<file path="config.mk">
export PLATFORM = sky130hd
export DESIGN_NAME = channel_global_clock_config
export DESIGN_NICKNAME = d
export VERILOG_FILES = /design/src/inc/chan_cfg_pkg.sv /design/src/inc/mem_port_if.sv /design/src/hw/cfg_memory.sv /design/src/hw/clk_source_decode.sv /design/src/hw/channel_global_clock_config.sv
export SDC_FILE = /design/constraint.sdc
export NUM_CORES = 1
export LEC_CHECK = 0
export BUFFER_PORTS_ARGS = -buffer_cell sky130_fd_sc_hd__buf_2
export CELL_PAD_IN_SITES_DETAIL_PLACEMENT = 1
export CELL_PAD_IN_SITES_GLOBAL_PLACEMENT = 1
export CORE_ASPECT_RATIO = 1.5
export CORE_MARGIN = 3
export CORE_UTILIZATION = 50
export CTS_BUF_LIST = sky130_fd_sc_hd__clkbuf_16
export CTS_CLUSTER_DIAMETER = 100
export CTS_CLUSTER_SIZE = 25
export DETAILED_ROUTE_END_ITERATION = 16
export PLACE_DENSITY_LB_ADDON = 0.1
export SLEW_MARGIN = 25
export SYNTH_ARGS = -nofsm -noshare
export SYNTH_HDL_FRONTEND = slang
export SYNTH_HIERARCHICAL = 1
export SYNTH_SLANG_ARGS = --single-unit
export TNS_END_PERCENT = 100
</file>
<file path="constraint.sdc">
create_clock -name sys_clk -period 3.9 [get_ports sys_clk]
set_input_delay 0.195 -clock sys_clk [delete_from_list [all_inputs] [get_ports sys_clk]]
set_output_delay 0.195 -clock sys_clk [all_outputs]
set_load 0.05 [all_outputs]
</file>
<file path="src/inc/chan_cfg_pkg.sv">
// Constants, field layouts and types shared by the channel global configuration logic.
package chan_cfg_pkg;

  // ****************************************************************
  // Widths and register offsets
  // ****************************************************************
  localparam int ADDR_W = 11;
  localparam int DATA_W = 8;
  localparam logic [10:0] ADDR_BANK_SELECT   = 11'h000;
  localparam logic [10:0] ADDR_MEM_FIRST     = 11'h001;
  localparam logic [10:0] ADDR_MASTER_ONE    = 11'h009;
  localparam logic [10:0] ADDR_MASTER_TWO    = 11'h00a;
  localparam logic [10:0] ADDR_BLOCK_POWER   = 11'h00b;
  localparam logic [10:0] ADDR_INPUT_ENABLE  = 11'h00c;

  // ****************************************************************
  // Field positions and reset values
  // ****************************************************************
  localparam int BANK_BIT       = 0;
  localparam int M1_RESET_BIT   = 7;
  localparam int M1_IC1_OVR_BIT = 5;
  localparam int M1_SRC_SEL_BIT = 4;
  localparam int M1_RING_PD_BIT = 3;
  localparam int M1_DBL_BIT     = 2;
  localparam int M1_XTAL_LSB    = 0;
  localparam int M2_GPIO_LSB    = 5;
  localparam int PE_SYNTH_BIT   = 4;
  localparam int PE_LOOP_BIT    = 0;
  localparam int IC_ENABLE_LSB  = 0;
  localparam logic [7:0] REG_RESET = 8'h00;
  localparam logic [1:0] STRAP_RESET = 2'h0;

  // ****************************************************************
  // Configuration memory and timing
  // ****************************************************************
  localparam int MEM_AW    = 6;
  localparam int MEM_DEPTH = 64;
  localparam int CLK_PERIOD_NS      = 20;
  localparam int XTAL_SETTLE_NS     = 5000000;
  localparam int XTAL_SETTLE_CYCLES = (XTAL_SETTLE_NS + CLK_PERIOD_NS - 1) / CLK_PERIOD_NS;
  localparam int SETTLE_W = 18;

  // ****************************************************************
  // Types
  // ****************************************************************
  typedef enum logic [1:0] {
    XTAL_OFF    = 2'b00,
    XTAL_DRIVER = 2'b01,
    XTAL_SINGLE = 2'b10,
    XTAL_UNUSED = 2'b11
  } xtal_mode_t;

  typedef enum logic [1:0] {
    SRC_RING = 2'b00,
    SRC_XTAL = 2'b01,
    SRC_IC1  = 2'b10
  } mclk_src_t;

  typedef struct packed {
    logic       ic1Override;
    logic       srcSelect;
    logic       ringPowerDown;
    logic       doublerEnable;
    xtal_mode_t crystalMode;
    logic [1:0] gpioSelect;
    logic       synthEnable;
    logic       loopEnable;
    logic [2:0] inputEnable;
  } cfg_fields_t;

  // True when an address in the current bank belongs to the configuration memory.
  function automatic logic isMemAccess(input logic bank, input logic [10:0] addr);
    isMemAccess = bank && (addr >= ADDR_MEM_FIRST);
  endfunction

endpackage

</file>
<file path="src/inc/mem_port_if.sv">
// Access port between the register logic and the configuration memory.
`timescale 1ns/100ps
interface mem_port_if;
  import chan_cfg_pkg::*;
  logic              wrEn;
  logic              rdEn;
  logic [MEM_AW-1:0] addr;
  logic [7:0]        wrData;
  logic [7:0]        rdData;
  modport requester (output wrEn, output rdEn, output addr, output wrData, input rdData);
  modport memory (input wrEn, input rdEn, input addr, input wrData, output rdData);
endinterface

</file>
<file path="src/hw/cfg_memory.sv">
// Small configuration memory with registered read data.
`timescale 1ns/100ps
module cfg_memory
  import chan_cfg_pkg::*;
(
  input wire logic   sys_clk,  // System clock.
  input wire logic   sys_rst,  // Synchronous reset, active high.
  mem_port_if.memory port      // Access port.
);

  typedef struct packed {
    logic [MEM_DEPTH-1:0][7:0] words;
    logic [7:0]                rdData;
  } mem_state_t;

  mem_state_t st_ff;
  mem_state_t nxt_st;

  // ****************************************************************
  // Storage
  // ****************************************************************

  // Writes store a byte; reads load the output register one cycle later.
  always_comb begin
    nxt_st = st_ff;
    if (port.wrEn) begin
      nxt_st.words[port.addr] = port.wrData;
    end
    if (port.rdEn) begin
      nxt_st.rdData = st_ff.words[port.addr];
    end
  end

  // The reset clears the contents so reads are defined from the start.
  always_ff @(posedge sys_clk) begin
    if (sys_rst) begin
      st_ff <= '0;
    end else begin
      st_ff <= nxt_st;
    end
  end

  assign port.rdData = st_ff.rdData;

endmodule

</file>
<file path="src/hw/clk_source_decode.sv">
// Registered decode of configuration fields into block enables and clock selects.
`timescale 1ns/100ps
module clk_source_decode
  import chan_cfg_pkg::*;
(
  input  wire logic        sys_clk,         // System clock.
  input  wire logic        sys_rst,         // Synchronous reset, active high.
  input  wire cfg_fields_t cfg,             // Current field values.
  input  wire logic        extSwitchEnable, // External switch enable from the loop block.
  output mclk_src_t        masterSource,    // Selected master clock source.
  output logic             ringOscEnable,   // Ring oscillator running.
  output logic             doublerOn,       // Clock doubler powered.
  output logic             xtalDriverOn,    // Crystal driver across both pins.
  output logic             xtalInputOn,     // Oscillator input receiver powered.
  output logic             singleEndedOn,   // First pin used as single-ended input.
  output logic [3:0]       extSwitchSel,    // One-hot GPIO select for the external switch.
  output logic             synthBlockOn,    // Oscillator/spread block powered.
  output logic             loopOn,          // Analog loop powered.
  output logic [2:0]       inputOn,         // Input clock receivers and dividers powered.
  output logic             synthClockReady  // Synth block on with crystal source in use.
);

  typedef struct packed {
    mclk_src_t  src;
    logic       ring;
    logic       clock_doubler_enable;
    logic       drv;
    logic       inp;
    logic       se;
    logic [3:0] sw;
    logic       synth;
    logic       loop;
    logic [2:0] ins;
    logic       ready;
  } dec_state_t;

  dec_state_t st_ff;
  dec_state_t nxt_st;

  // ****************************************************************
  // Decode
  // ****************************************************************

  // The override wins over the select bit; otherwise the select picks ring or crystal.
  always_comb begin
    nxt_st       = st_ff;
    nxt_st.src   = cfg.ic1Override ? SRC_IC1 : (cfg.srcSelect ? SRC_XTAL : SRC_RING); // [RQ6] [RQ7]
    nxt_st.ring  = !cfg.ringPowerDown;                                                  // [RQ9]
    nxt_st.clock_doubler_enable   = cfg.doublerEnable;
    nxt_st.drv   = (cfg.crystalMode == XTAL_DRIVER);                                    // [RQ11]
    nxt_st.inp   = (cfg.crystalMode == XTAL_DRIVER) || (cfg.crystalMode == XTAL_SINGLE); // [RQ11]
    nxt_st.se    = (cfg.crystalMode == XTAL_SINGLE);                                    // [RQ11]
    nxt_st.sw    = extSwitchEnable ? (4'h1 << cfg.gpioSelect) : 4'h0;                   // [RQ12]
    nxt_st.synth = cfg.synthEnable;                                                     // [RQ13]
    nxt_st.loop  = cfg.loopEnable;
    nxt_st.ins   = cfg.inputEnable;                                                     // [RQ15]
    nxt_st.ready = cfg.synthEnable && (nxt_st.src == SRC_XTAL) && nxt_st.inp;           // [RQ13]
  end

  // After reset the ring oscillator is running and selected.
  always_ff @(posedge sys_clk) begin
    if (sys_rst) begin
      st_ff      <= '0;
      st_ff.src  <= SRC_RING;
      st_ff.ring <= 1'b1;
    end else begin
      st_ff <= nxt_st;
    end
  end

  assign masterSource    = st_ff.src;
  assign ringOscEnable   = st_ff.ring;
  assign doublerOn       = st_ff.clock_doubler_enable;
  assign xtalDriverOn    = st_ff.drv;
  assign xtalInputOn     = st_ff.inp;
  assign singleEndedOn   = st_ff.se;
  assign extSwitchSel    = st_ff.sw;
  assign synthBlockOn    = st_ff.synth;
  assign loopOn          = st_ff.loop;
  assign inputOn         = st_ff.ins;
  assign synthClockReady = st_ff.ready;

endmodule

</file>
<file path="src/hw/channel_global_clock_config.sv">
// Channel global configuration registers, soft reset and master clock control.
`timescale 1ns/100ps

// Functional notes
// [RQ1] Bank bit maps memory at 0x1 upward
// [RQ2] Bank bit write-only, read value unreliable
// [RQ3] Reset bit holds all other fields default
// [RQ4] Soft reset uses pin-latched defaults, no resample
// [RQ5] Software clears clock selects before reset
// [RQ6] Override bit forces input clock one source
// [RQ7] Select bit: ring oscillator or crystal pin
// [RQ8] Software selects crystal after oscillator is stable
// [RQ9] Power-down bit stops the ring oscillator
// [RQ10] Software waits 5ms before enabling doubler
// [RQ11] Crystal pin mode two-bit decode
// [RQ12] GPIO select valid only with switch enable
// [RQ13] Synth block enable powers oscillator block
// [RQ14] Software sets analog loop enable
// [RQ15] Three input clock enables
// [RQ16] Unimplemented bits ignore writes, read zero
module channel_global_clock_config
  import chan_cfg_pkg::*;
#(
  parameter int unsigned SETTLE_CYCLES = XTAL_SETTLE_CYCLES  // Crystal settle count.
)
(
  input  wire logic              sys_clk,           // System clock, 50 MHz.
  input  wire logic              sys_rst,           // Synchronous reset, active high.
  input  wire logic              channelResetPinN,  // Channel reset pin, active low, asynchronous.
  input  wire logic [1:0]        crystalModeStrap,  // Pin-programmed crystal mode default.
  input  wire logic              regWrEn,           // Register write strobe.
  input  wire logic              regRdEn,           // Register read strobe.
  input  wire logic [ADDR_W-1:0] regAddr,           // Register address.
  input  wire logic [7:0]        regWrData,         // Register write data.
  output logic [7:0]             regRdData,         // Register read data.
  output logic                   regRdValid,        // Read data valid, one cycle.
  input  wire logic              extSwitchEnable,   // External switch enable from the loop block.
  output logic                   channelInReset,    // Channel held in reset.
  output mclk_src_t              masterSource,      // Selected master clock source.
  output logic                   ringOscEnable,     // Ring oscillator running.
  output logic                   doublerOn,         // Clock doubler powered.
  output logic                   xtalDriverOn,      // Crystal driver enabled.
  output logic                   xtalInputOn,       // Oscillator input enabled.
  output logic                   singleEndedOn,     // Single-ended oscillator input mode.
  output logic [3:0]             extSwitchSel,      // One-hot external switch GPIO select.
  output logic                   synthBlockOn,      // Oscillator/spread block powered.
  output logic                   loopOn,            // Analog loop powered.
  output logic [2:0]             inputOn,           // Input clock enables.
  output logic                   synthClockReady,   // Synth block ready to run on crystal.
  output logic                   crystalSettled     // Crystal driver or single-ended input mode on for the settle time.
);

  // ****************************************************************
  // State
  // ****************************************************************

  typedef struct packed {
    cfg_fields_t         cfg;
    logic                resetBit;
    logic                bankSel;
    logic                pinMeta;
    logic                pinSync;
    logic [1:0]          strapMeta;
    logic [1:0]          strapSync;
    logic [1:0]          strapLatched;
    logic [7:0]          rdData;
    logic                rdValid;
    logic                rdFromMem;
    logic [SETTLE_W-1:0] settleCnt;
    logic                settled;
  } top_state_t;

  top_state_t st_ff;
  top_state_t nxt_st;

  localparam logic [SETTLE_W-1:0] SETTLE_LAST = SETTLE_W'(SETTLE_CYCLES - 1);

  mem_port_if memPort ();

  logic        pinReset;
  logic        memSel;
  logic        regWrite;
  cfg_fields_t defaults;
  logic [7:0]  readValue;

  // ****************************************************************
  // Field defaults and decode of the access
  // ****************************************************************

  // Pin reset is taken from the synchronised pin; the strap default comes from the latch.
  assign pinReset = !st_ff.pinSync;
  assign memSel   = isMemAccess(st_ff.bankSel, regAddr); // [RQ1]
  assign regWrite = regWrEn && !memSel;

  // Every field defaults to zero except the pin-programmed crystal mode.
  always_comb begin
    defaults             = '0;
    defaults.crystalMode = xtal_mode_t'(st_ff.strapLatched); // [RQ4]
  end

  // Readback value of the addressed register; unimplemented bits read zero.
  always_comb begin
    readValue = REG_RESET;
    case (regAddr)
      ADDR_BANK_SELECT: begin
        readValue = REG_RESET; // [RQ2]
      end
      ADDR_MASTER_ONE: begin
        readValue[M1_RESET_BIT]              = st_ff.resetBit;
        readValue[M1_IC1_OVR_BIT]            = st_ff.cfg.ic1Override;
        readValue[M1_SRC_SEL_BIT]            = st_ff.cfg.srcSelect;
        readValue[M1_RING_PD_BIT]            = st_ff.cfg.ringPowerDown;
        readValue[M1_DBL_BIT]                = st_ff.cfg.doublerEnable;
        readValue[M1_XTAL_LSB+1:M1_XTAL_LSB] = st_ff.cfg.crystalMode;
      end
      ADDR_MASTER_TWO: begin
        readValue[M2_GPIO_LSB+1:M2_GPIO_LSB] = st_ff.cfg.gpioSelect;
      end
      ADDR_BLOCK_POWER: begin
        readValue[PE_SYNTH_BIT] = st_ff.cfg.synthEnable;
        readValue[PE_LOOP_BIT]  = st_ff.cfg.loopEnable;
      end
      ADDR_INPUT_ENABLE: begin
        readValue[IC_ENABLE_LSB+2:IC_ENABLE_LSB] = st_ff.cfg.inputEnable;
      end
      default: begin
        readValue = REG_RESET; // [RQ16]
      end
    endcase
  end

  // ****************************************************************
  // Next state
  // ****************************************************************

  always_comb begin
    nxt_st = st_ff;

    // Two-flop synchronisers for the reset pin and the strap pins.
    nxt_st.pinMeta   = channelResetPinN;
    nxt_st.pinSync   = st_ff.pinMeta;
    nxt_st.strapMeta = crystalModeStrap;
    nxt_st.strapSync = st_ff.strapMeta;

    // The strap is captured only while the reset pin is active.
    if (pinReset) begin
      nxt_st.strapLatched = st_ff.strapSync; // [RQ4]
    end

    // The bank select sits at offset zero in both banks.
    if (regWrEn && (regAddr == ADDR_BANK_SELECT)) begin
      nxt_st.bankSel = regWrData[BANK_BIT]; // [RQ1]
    end

    // Register writes; only the documented bits are stored.
    if (regWrite) begin
      case (regAddr)
        ADDR_MASTER_ONE: begin
          nxt_st.resetBit          = regWrData[M1_RESET_BIT];
          nxt_st.cfg.ic1Override   = regWrData[M1_IC1_OVR_BIT];          // [RQ6]
          nxt_st.cfg.srcSelect     = regWrData[M1_SRC_SEL_BIT];          // [RQ7]
          nxt_st.cfg.ringPowerDown = regWrData[M1_RING_PD_BIT];          // [RQ9]
          nxt_st.cfg.doublerEnable = regWrData[M1_DBL_BIT];
          nxt_st.cfg.crystalMode   = xtal_mode_t'(regWrData[M1_XTAL_LSB+1:M1_XTAL_LSB]); // [RQ11]
        end
        ADDR_MASTER_TWO: begin
          nxt_st.cfg.gpioSelect = regWrData[M2_GPIO_LSB+1:M2_GPIO_LSB]; // [RQ12]
        end
        ADDR_BLOCK_POWER: begin
          nxt_st.cfg.synthEnable = regWrData[PE_SYNTH_BIT];             // [RQ13]
          nxt_st.cfg.loopEnable  = regWrData[PE_LOOP_BIT];
        end
        ADDR_INPUT_ENABLE: begin
          nxt_st.cfg.inputEnable = regWrData[IC_ENABLE_LSB+2:IC_ENABLE_LSB]; // [RQ15]
        end
        default: begin
          nxt_st.cfg = nxt_st.cfg; // [RQ16]
        end
      endcase
    end

    // While the reset bit is set, every other field is forced to its default.
    if (nxt_st.resetBit) begin
      nxt_st.cfg     = defaults; // [RQ3] [RQ4]
      nxt_st.bankSel = 1'b0;     // [RQ3]
    end

    // The reset pin clears every field and the bank select, the reset bit included, and uses the live strap.
    if (pinReset) begin
      nxt_st.cfg             = '0;
      nxt_st.cfg.crystalMode = xtal_mode_t'(st_ff.strapSync); // [RQ4]
      nxt_st.resetBit        = 1'b0;
      nxt_st.bankSel         = 1'b0;
    end

    // Read answer: register value here, memory value from the memory's register.
    nxt_st.rdValid   = regRdEn;
    nxt_st.rdFromMem = regRdEn && memSel;
    if (regRdEn && !memSel) begin
      nxt_st.rdData = readValue;
    end

    // Settle timer runs while the crystal input is on and restarts when it goes off.
    if (st_ff.cfg.crystalMode == XTAL_OFF || st_ff.cfg.crystalMode == XTAL_UNUSED) begin
      nxt_st.settleCnt = '0;
      nxt_st.settled   = 1'b0;
    end else if (st_ff.settleCnt == SETTLE_LAST) begin
      nxt_st.settled = 1'b1;
    end else begin
      nxt_st.settleCnt = st_ff.settleCnt + SETTLE_W'(1);
    end
  end

  // ****************************************************************
  // State register
  // ****************************************************************

  // The system reset loads constants only; the pin synchronisers idle released.
  always_ff @(posedge sys_clk) begin
    if (sys_rst) begin
      st_ff              <= '0;
      st_ff.pinMeta      <= 1'b1;
      st_ff.pinSync      <= 1'b1;
      st_ff.strapLatched <= STRAP_RESET;
    end else begin
      st_ff <= nxt_st;
    end
  end

  // ****************************************************************
  // Configuration memory
  // ****************************************************************

  // Memory accesses go through only when the bank select points at memory.
  assign memPort.wrEn   = regWrEn && memSel;
  assign memPort.rdEn   = regRdEn && memSel;
  assign memPort.addr   = regAddr[MEM_AW-1:0];
  assign memPort.wrData = regWrData;

  cfg_memory u_mem (
    .sys_clk (sys_clk),
    .sys_rst (sys_rst),
    .port    (memPort.memory)
  );

  // ****************************************************************
  // Clock source and power decode
  // ****************************************************************

  clk_source_decode u_dec (
    .sys_clk         (sys_clk),
    .sys_rst         (sys_rst),
    .cfg             (st_ff.cfg),
    .extSwitchEnable (extSwitchEnable),
    .masterSource    (masterSource),
    .ringOscEnable   (ringOscEnable),
    .doublerOn       (doublerOn),
    .xtalDriverOn    (xtalDriverOn),
    .xtalInputOn     (xtalInputOn),
    .singleEndedOn   (singleEndedOn),
    .extSwitchSel    (extSwitchSel),
    .synthBlockOn    (synthBlockOn),
    .loopOn          (loopOn),
    .inputOn         (inputOn),
    .synthClockReady (synthClockReady)
  );

  // ****************************************************************
  // Outputs
  // ****************************************************************

  // Both read sources are registers; the select picks the one that answered.
  assign regRdData      = st_ff.rdFromMem ? memPort.rdData : st_ff.rdData;
  assign regRdValid     = st_ff.rdValid;
  assign channelInReset = st_ff.resetBit || pinReset; // [RQ3]
  assign crystalSettled = st_ff.settled;

endmodule

</file>
==> reports/results.txt, run 1 <==
most frequent cells in the layout - dfxtp_1 (589), nand2_1 (501), a21oi_1 (457)
antenna viol nets, final - 0
f_max - 349.7 MHz
Crit-path slowest cell - nor2_1
initial antenna violation count - 1
# rows - 102
number of remaining DRC errors - 0
Slew @ Worst Pin - 1133 ps
YS warnings - 6
CTS sink cnt - 589
number of synthesized flops with an enable pin - 0
Clk pwr share - 32.0%
Worst-path clk slew - 100 ps
drt total wl - 99,320 µm
Mean Syn Cell Area - 8.486 µm²
critical path endpoint category - flop
reg2reg start - st_ff[37]
most common cell after layout, fill and taps aside - dfxtp_1
switching share of power - 25.77%
Vias/cell - 6.675
Chip Height - 287.7 µm
critical path data required time - 4430 ps
asr flop ratio synth - 0%
Setup Fix Bufs, Post-CTS - 0
sequential power share - 60.1%
placeable core area - 51,940 µm²
fin crit period - 2860 ps
Worst Skew - 14.06 ps
post-synth cell types - 85
Max Fanout on Critical Path - 36
H-tree Lvls - 1
crit-path cells - o31ai_4, nor2_1, buf_4, nand4_2, nor2_1, nand2_1, a21oi_1
Detailed Route Iter0 Violations - 1,950
Final TNS setup - 0 ps
PwrDens - 361.4 nW/µm²
reg2reg path depth - 7
post_cts resized - 0
DR WL/cell - 27.12 µm
final setup violation count - 0
vias in the first global route - 25,130
CTS tree - done
Gate Count Post-Synth - 3,118
Seq cells post-synth - 589
Pre-antenna DRT Iters - 6
Slew Limit Fails - 0
maximum number of pins on one net before global-route repair - 137
Area Overhead vs Synth - 4.705%
Critical Path Sink - u_mem/st_ff[108]
crit-path most repeated cell - nor2_1
GRT overflow - 0
detailed placement HPWL - 64,160 µm
Top FF cell, synth - dfxtp_1
VDD IR max - 0.3830 mV
Die ar. - 55,770 µm²
Logic pwr share - 7.9%
Mapped Area - 26,460 µm²
Final Worst Setup Slack - 1040 ps
routability cong. - 0.9123
R2R Setup Slk - 1040 ps
status - finished, final reports clean
vias - 24,440
Final Hold Fails - 0
Max Root-Sink Buffers - 3
r2r endpoint - u_mem/st_ff[108]
Final Instance Count excl. Fillers - 3,662
syn_nets - 3,148
RSZ-0062 raised after global routing - no
post-layout net count - 3,016
first-pass GRT wire length - 150,800 µm
crit path DAT - 3390 ps
Worst Setup Path Type - flop to flop
cts bufs inserted - 27
NetSw - 2.580 mW
total track usage - 34.19%
Max-Cap Viols - 0
pre-CTS setup slack - 644.9 ps
Crit. Startpoint - st_ff[37]
Root Buffer - clkbuf_16
crit-path max cell delay - 740 ps
final core occ - 53.34%
layout cells sized above 1 - 11.39%
Slew headroom - 24.50%
sequential element share of the synthesized area - 44.56%
Initial Util - 50.94%
Cell Int Power - 7.431 mW
P_leak - 8.897 nW
Port Buffer Count - 54
die width - 193.8 µm
post-placement cell count - 3,628
I/O pin total - 55
critical path launch point type - flop
Clock Latency Late Sink - 600 ps
period utilisation layout - 73.33%
Worst Hold Class - input pin to flop
## cells by family (layout without fill, tap and decap cells)
kind of cell / after synthesis / in the layout / synth area share [%]
DFF: 589 / 589 / 44.56
AOI/OAI and AO/OA: 916 / 916 / 20.09
xor gates and xnor gates: 10 / 10 / 0.3310
other: 0 / 1 / 0
muxes: 223 / 223 / 10.68
and+or+nand+nor: 1045 / 1045 / 18.28
buffers and inverters: 332 / 199 / 5.915
adders and majority gates: 3 / 3 / 0.1419
## power by group through the flow
stage          Clock [mW]  Combinational, mW  Sequential, mW
2_1_floorplan           0              0.463            6.16
3_3_place_gp            0              0.749            6.16
3_5_place_dp            0              0.758            6.16
4_1_cts              3.27              0.764            6.02
5_1_grt              3.48              0.807            6.02
6_report             3.20              0.786            6.02
## critical path, delay by kind of cell, from the launching register on
| kind | cells | cell delay [ps] |
|---|---|---|
| simple gates | 4 | 1730 |
| flops | 1 | 430 |
| compound gates | 2 | 340 |
| buf+inv | 1 | 260 |
## metrics by stage
step | total power [mW] | instance area [µm²] | hold WS [ps]
finish | 10.01 | 27710 | 70.73
global route | 10.31 | 27700 | 107.3
CTS | 10.05 | 27700 | 84.87
detailed placement | 6.918 | 26950 | 403.9
global placement | 6.908 | 26950 | 391.2
floorplan | 6.627 | 26460 | 269.5
## sequential cells by signal (all words and copies together), names as in the netlist
name                   cells
u_mem/st_ff              512
st_ff                     45
u_mem/port.rdData          8
u_dec/extSwitchSel         4
nxt_st                     3
u_dec/inputOn              3
defaults                   2
u_dec/masterSource         2
crystalSettled             1
regRdValid                 1
u_dec/doublerOn            1
u_dec/loopOn               1
u_dec/ringOscEnable        1
u_dec/singleEndedOn        1
u_dec/synthBlockOn         1
u_dec/synthClockReady      1
u_dec/xtalDriverOn         1
u_dec/xtalInputOn          1
## per-layer routing
layer	GRT usage, %	wire (µm)	vias to the layer above
met5	0	0	-
met4	20.05	6538	0
met3	4.214	6158	295
met2	59.97	48740	993
met1	40.28	37880	12430
li1	-	-	10720
## timing repair
action | CTS | global route
hold buffers | 5 | 0
endpoints found under the hold margin | 9 | 0
endpoints found under the setup margin | 0 | 0
## synthesized netlist by cell type, types with 7 or more instances
| master | count | area share [%] |
|---|---|---|
| dfxtp_1 | 589 | 45 |
| or3_1 | 9 | 0.21 |
| and3_1 | 10 | 0.24 |
| nand3_1 | 217 | 4.1 |
| buf_4 | 26 | 0.74 |
| mux2i_1 | 120 | 4.5 |
| buf_6 | 15 | 0.64 |
| a21oi_1 | 457 | 8.6 |
| a221oi_1 | 75 | 2.5 |
| inv_1 | 12 | 0.17 |
| nor3b_1 | 7 | 0.20 |
| nand2_1 | 501 | 7.1 |
| o21ai_1 | 9 | 0.17 |
| mux2_2 | 57 | 2.4 |
| nor2b_1 | 20 | 0.47 |
| nand2b_1 | 10 | 0.24 |
| o211ai_1 | 8 | 0.23 |
| mux4_2 | 40 | 3.4 |
| o22ai_1 | 21 | 0.50 |
| a22oi_1 | 40 | 1.1 |
| nor3_1 | 10 | 0.19 |
| nand3b_1 | 13 | 0.37 |
| nor2_1 | 173 | 2.5 |
| buf_1 | 10 | 0.14 |
| o21ai_0 | 234 | 4.4 |
| clkbuf_1 | 195 | 2.8 |
| buf_2 | 69 | 1.3 |
| o221ai_1 | 12 | 0.40 |
## worst min path at each step
stage	cells after the start	startpoint	to	slack (ps)
finish	2	sys_rst	u_mem/st_ff[62]	70
global placement	2	channelResetPinN	nxt_st[35]	390
CTS	4	regAddr[3]	st_ff[19]	80
global route	2	sys_rst	u_mem/st_ff[49]	110
floorplan	1	sys_rst	u_dec/xtalInputOn	270
detailed placement	2	channelResetPinN	nxt_st[35]	400
## layout make-up
class / count / area (µm²)
inverter: 15 / 56.30
sequential: 589 / 11790
multi-input combinational: 2197 / 13150
fill: 6173 / 24240
clock inverter: 1 / 16.27
clock buffer: 27 / 675.6
antenna: 1 / 2.502
tap: 676 / 845.8
timing repair buffer: 156 / 1164
(Power assumes the default switching activity.)
==> inputs of run 2 (changes only) <==
--- a/config.mk
+++ b/config.mk
@@ -5,12 +5,13 @@
 export SDC_FILE = /design/constraint.sdc
 export NUM_CORES = 1
 export LEC_CHECK = 0
+export ABC_AREA = 1
 export BUFFER_PORTS_ARGS = -buffer_cell sky130_fd_sc_hd__buf_2
 export CELL_PAD_IN_SITES_DETAIL_PLACEMENT = 1
 export CELL_PAD_IN_SITES_GLOBAL_PLACEMENT = 1
 export CORE_ASPECT_RATIO = 1.5
 export CORE_MARGIN = 3
-export CORE_UTILIZATION = 50
+export CORE_UTILIZATION = 41
 export CTS_BUF_LIST = sky130_fd_sc_hd__clkbuf_16
 export CTS_CLUSTER_DIAMETER = 100
 export CTS_CLUSTER_SIZE = 25
==> constraint.sdc (replaced) <==
create_clock -name sys_clk -period 2.6 [get_ports sys_clk]
set_input_delay 0.13 -clock sys_clk [delete_from_list [all_inputs] [get_ports sys_clk]]
set_output_delay 0.13 -clock sys_clk [all_outputs]
set_load 0.05 [all_outputs]
==> reports/results.txt, run 2 <==
Final Worst Setup Slack - 205.2 ps
Vias/cell - 5.178
Pre-antenna DRT Iters - 7
Slew Limit Fails - 0
Clk pwr share - 32.7%
Port Buffer Count - 54
Detailed Route Iter0 Violations - 1,429
status - finished, final reports clean
layout cells sized above 1 - 11.19%
routability cong. - 0.8768
sequential power share - 60.2%
pre-CTS setup slack - -229.4 ps
Max Fanout on Critical Path - 10
Seq cells post-synth - 589
Root Buffer - clkbuf_16
placeable core area - 66,760 µm²
reg2reg start - st_ff[37]
r2r endpoint - u_mem/st_ff[284]
Synth area leader - dfxtp_1
Filler Cell Count - 8,807
HP Start - regWrData[0]
crit path DAT - 2890 ps
max reg flops - 512
CTS tree - done
most frequent cells in the layout - nand2_1 (1,821), dfxtp_1 (589), a21oi_1 (377)
CTS sink cnt - 589
Max Root-Sink Buffers - 3
critical path launch point type - input pin
Top FF cell, synth - dfxtp_1
antenna viol nets, final - 0
H-tree Lvls - 1
sequential element share of the synthesized area - 42.61%
first-pass GRT wire length - 151,500 µm
initial antenna violation count - 0
Max-Cap Viols - 0
switching share of power - 26.04%
# rows - 116
Gate Count Post-Synth - 4,162
synth cell count leaders - nand2_1 (1,821), dfxtp_1 (589), a21oi_1 (377)
DR WL/cell - 19.10 µm
critical path endpoint category - flop
die width - 218.1 µm
Slew headroom - 44.62%
detailed placement HPWL - 65,400 µm
RSZ-0062 raised after global routing - no
syn_nets - 4,192
R2R Setup Slk - 340 ps
Hold EP - u_mem/st_ff[264]
Worst Hold Class - input pin to flop
Worst Setup Path Type - input pin to flop
Final Instance Count excl. Fillers - 5,085
Logic pwr share - 7.1%
fin crit period - 2395 ps
VDD IR max - 0.4322 mV
Setup Fix Bufs, Post-CTS - 0
largest cells by area after synthesis - dfxtp_1 (43%), nand2_1 (25%), a21oi_1 (6.8%)
share of the synthesized area in the top cell type - 42.61%
Worst-path clk slew - 110 ps
Mean Syn Cell Area - 6.649 µm²
final setup violation count - 0
Mapped Area - 27,670 µm²
Chip Height - 324.2 µm
finished layout cell area - 30,700 µm²
Antenna Cells - 0
post-layout net count - 4,229
f_max - 417.6 MHz
number of remaining DRC errors - 0
reg2reg path depth - 10
area of placed instances - 29,820 µm²
Die ar. - 70,710 µm²
asr flop ratio synth - 0%
period utilisation layout - 92.11%
total power - 15.04 mW
Area Overhead vs Synth - 10.96%
cell with the most instances after synthesis - nand2_1
drt total wl - 97,140 µm
Slew @ Worst Pin - 827.7 ps
post-placement cell count - 5,037
hold_ws - 42.27 ps
Top reg by flops - u_mem/st_ff
NetSw - 3.916 mW
Final Hold Fails - 0
most common cell after layout, fill and taps aside - nand2_1
WHS Path Cells - 3
total track usage - 26.88%
I/O pin total - 55
PwrDens - 489.8 nW/µm²
P_leak - 11.83 nW
Clock Latency Late Sink - 630 ps
critical path data required time - 3100 ps
vias in the first global route - 26,420
Worst Skew - 36.89 ps
Cell Int Power - 11.12 mW
Initial Util - 41.45%
vias - 26,330
post-synth cell types - 42
maximum number of pins on one net before global-route repair - 144
number of synthesized flops with an enable pin - 0
GRT overflow - 0
cts bufs inserted - 27
YS warnings - 6
[run 2: cell types whose count changed after synthesis, moves of 52 or more]
cell	previous run	this run
clkbuf_1	195	140
nand2_1	501	1821
nand3_1	217	61
inv_2	3	63
mux2i_1	120	0
a211oi_1	5	93
mux2_2	57	5
nor2_1	173	347
inv_1	12	222
o21ai_0	234	106
a221oi_1	75	0
a21oi_1	457	377
[run 2: how the worst max path moves through the flow]
stage / start / end
after global placement: regAddr[5] / u_mem/st_ff[235]
after global routing: regAddr[1] / u_mem/st_ff[283]
after CTS: regAddr[1] / u_mem/st_ff[312]
after floorplan: regAddr[9] / u_mem/st_ff[32]
after detailed placement: regAddr[5] / u_mem/st_ff[236]
final: regAddr[1] / u_mem/st_ff[284]
[run 2: metal layers]
metal	GRT usage (%)	wire length (µm)
met1	33.35	41970
met2	49.96	49560
met3	1.766	2598
met4	7.833	3011
met5	0	0
[run 2: final cells by class]
cell class                      instances  area, µm²  share of cell area [%]
Timing Repair Buffer                  240       2242                   7.303
Sequential cell                       589      11790                   38.40
Clock inverter                          3      25.02                 0.08150
Multi-Input combinational cell       3046      13730                   44.72
Tap cell                              885       1107                   3.606
Inverter                              295       1132                   3.688
Clock buffer                           27      675.6                   2.201
[run 2: cell families after synthesis]
group / synth area share, %
flops: 42.61
buf+inv: 7.773
simple gates: 35.84
compound gates: 13.34
fa+ha+maj: 0.1357
xor+xnor: 0.09497
mux: 0.2035
[run 2: worst max-delay path, cell delays in order]
cell and delay, ps:
dlygate4sd3_1 540, buf_4 200, inv_2 70, nand2_1 90, nor2_1 70, nand2_2 120
nand2_4 50, nor2_1 180, clkinvlp_4 320, nor2_1 210, inv_2 60, buf_12 150
nor2_2 280, inv_1 230, nand2_1 110, a21oi_1 60
[run 2: power groups by stage]
stage	registers, mW	logic [mW]	clock network [mW]
floorplan	9.26	0.575	0
detailed placement	9.25	1.06	0
global placement	9.25	1.05	0
CTS	9.05	1.08	5.10
finish	9.05	1.07	4.92
global route	9.05	1.13	5.40
[run 2: timing repair]
action                                  4_1_cts  5_1_grt
endpoints found under the setup margin        0        9
gates resized for setup                       0        1
endpoints found under the hold margin       152        0
hold buffers                                 18        0
[run 2: metrics by stage]
step / setup TNS (ps) / utilization [%]
floorplan: 0 / -
global placement: -11160 / 44.66
detailed placement: -20310 / 44.66
CTS: 0 / 45.98
global route: 0 / 45.99
finish: 0 / 45.99
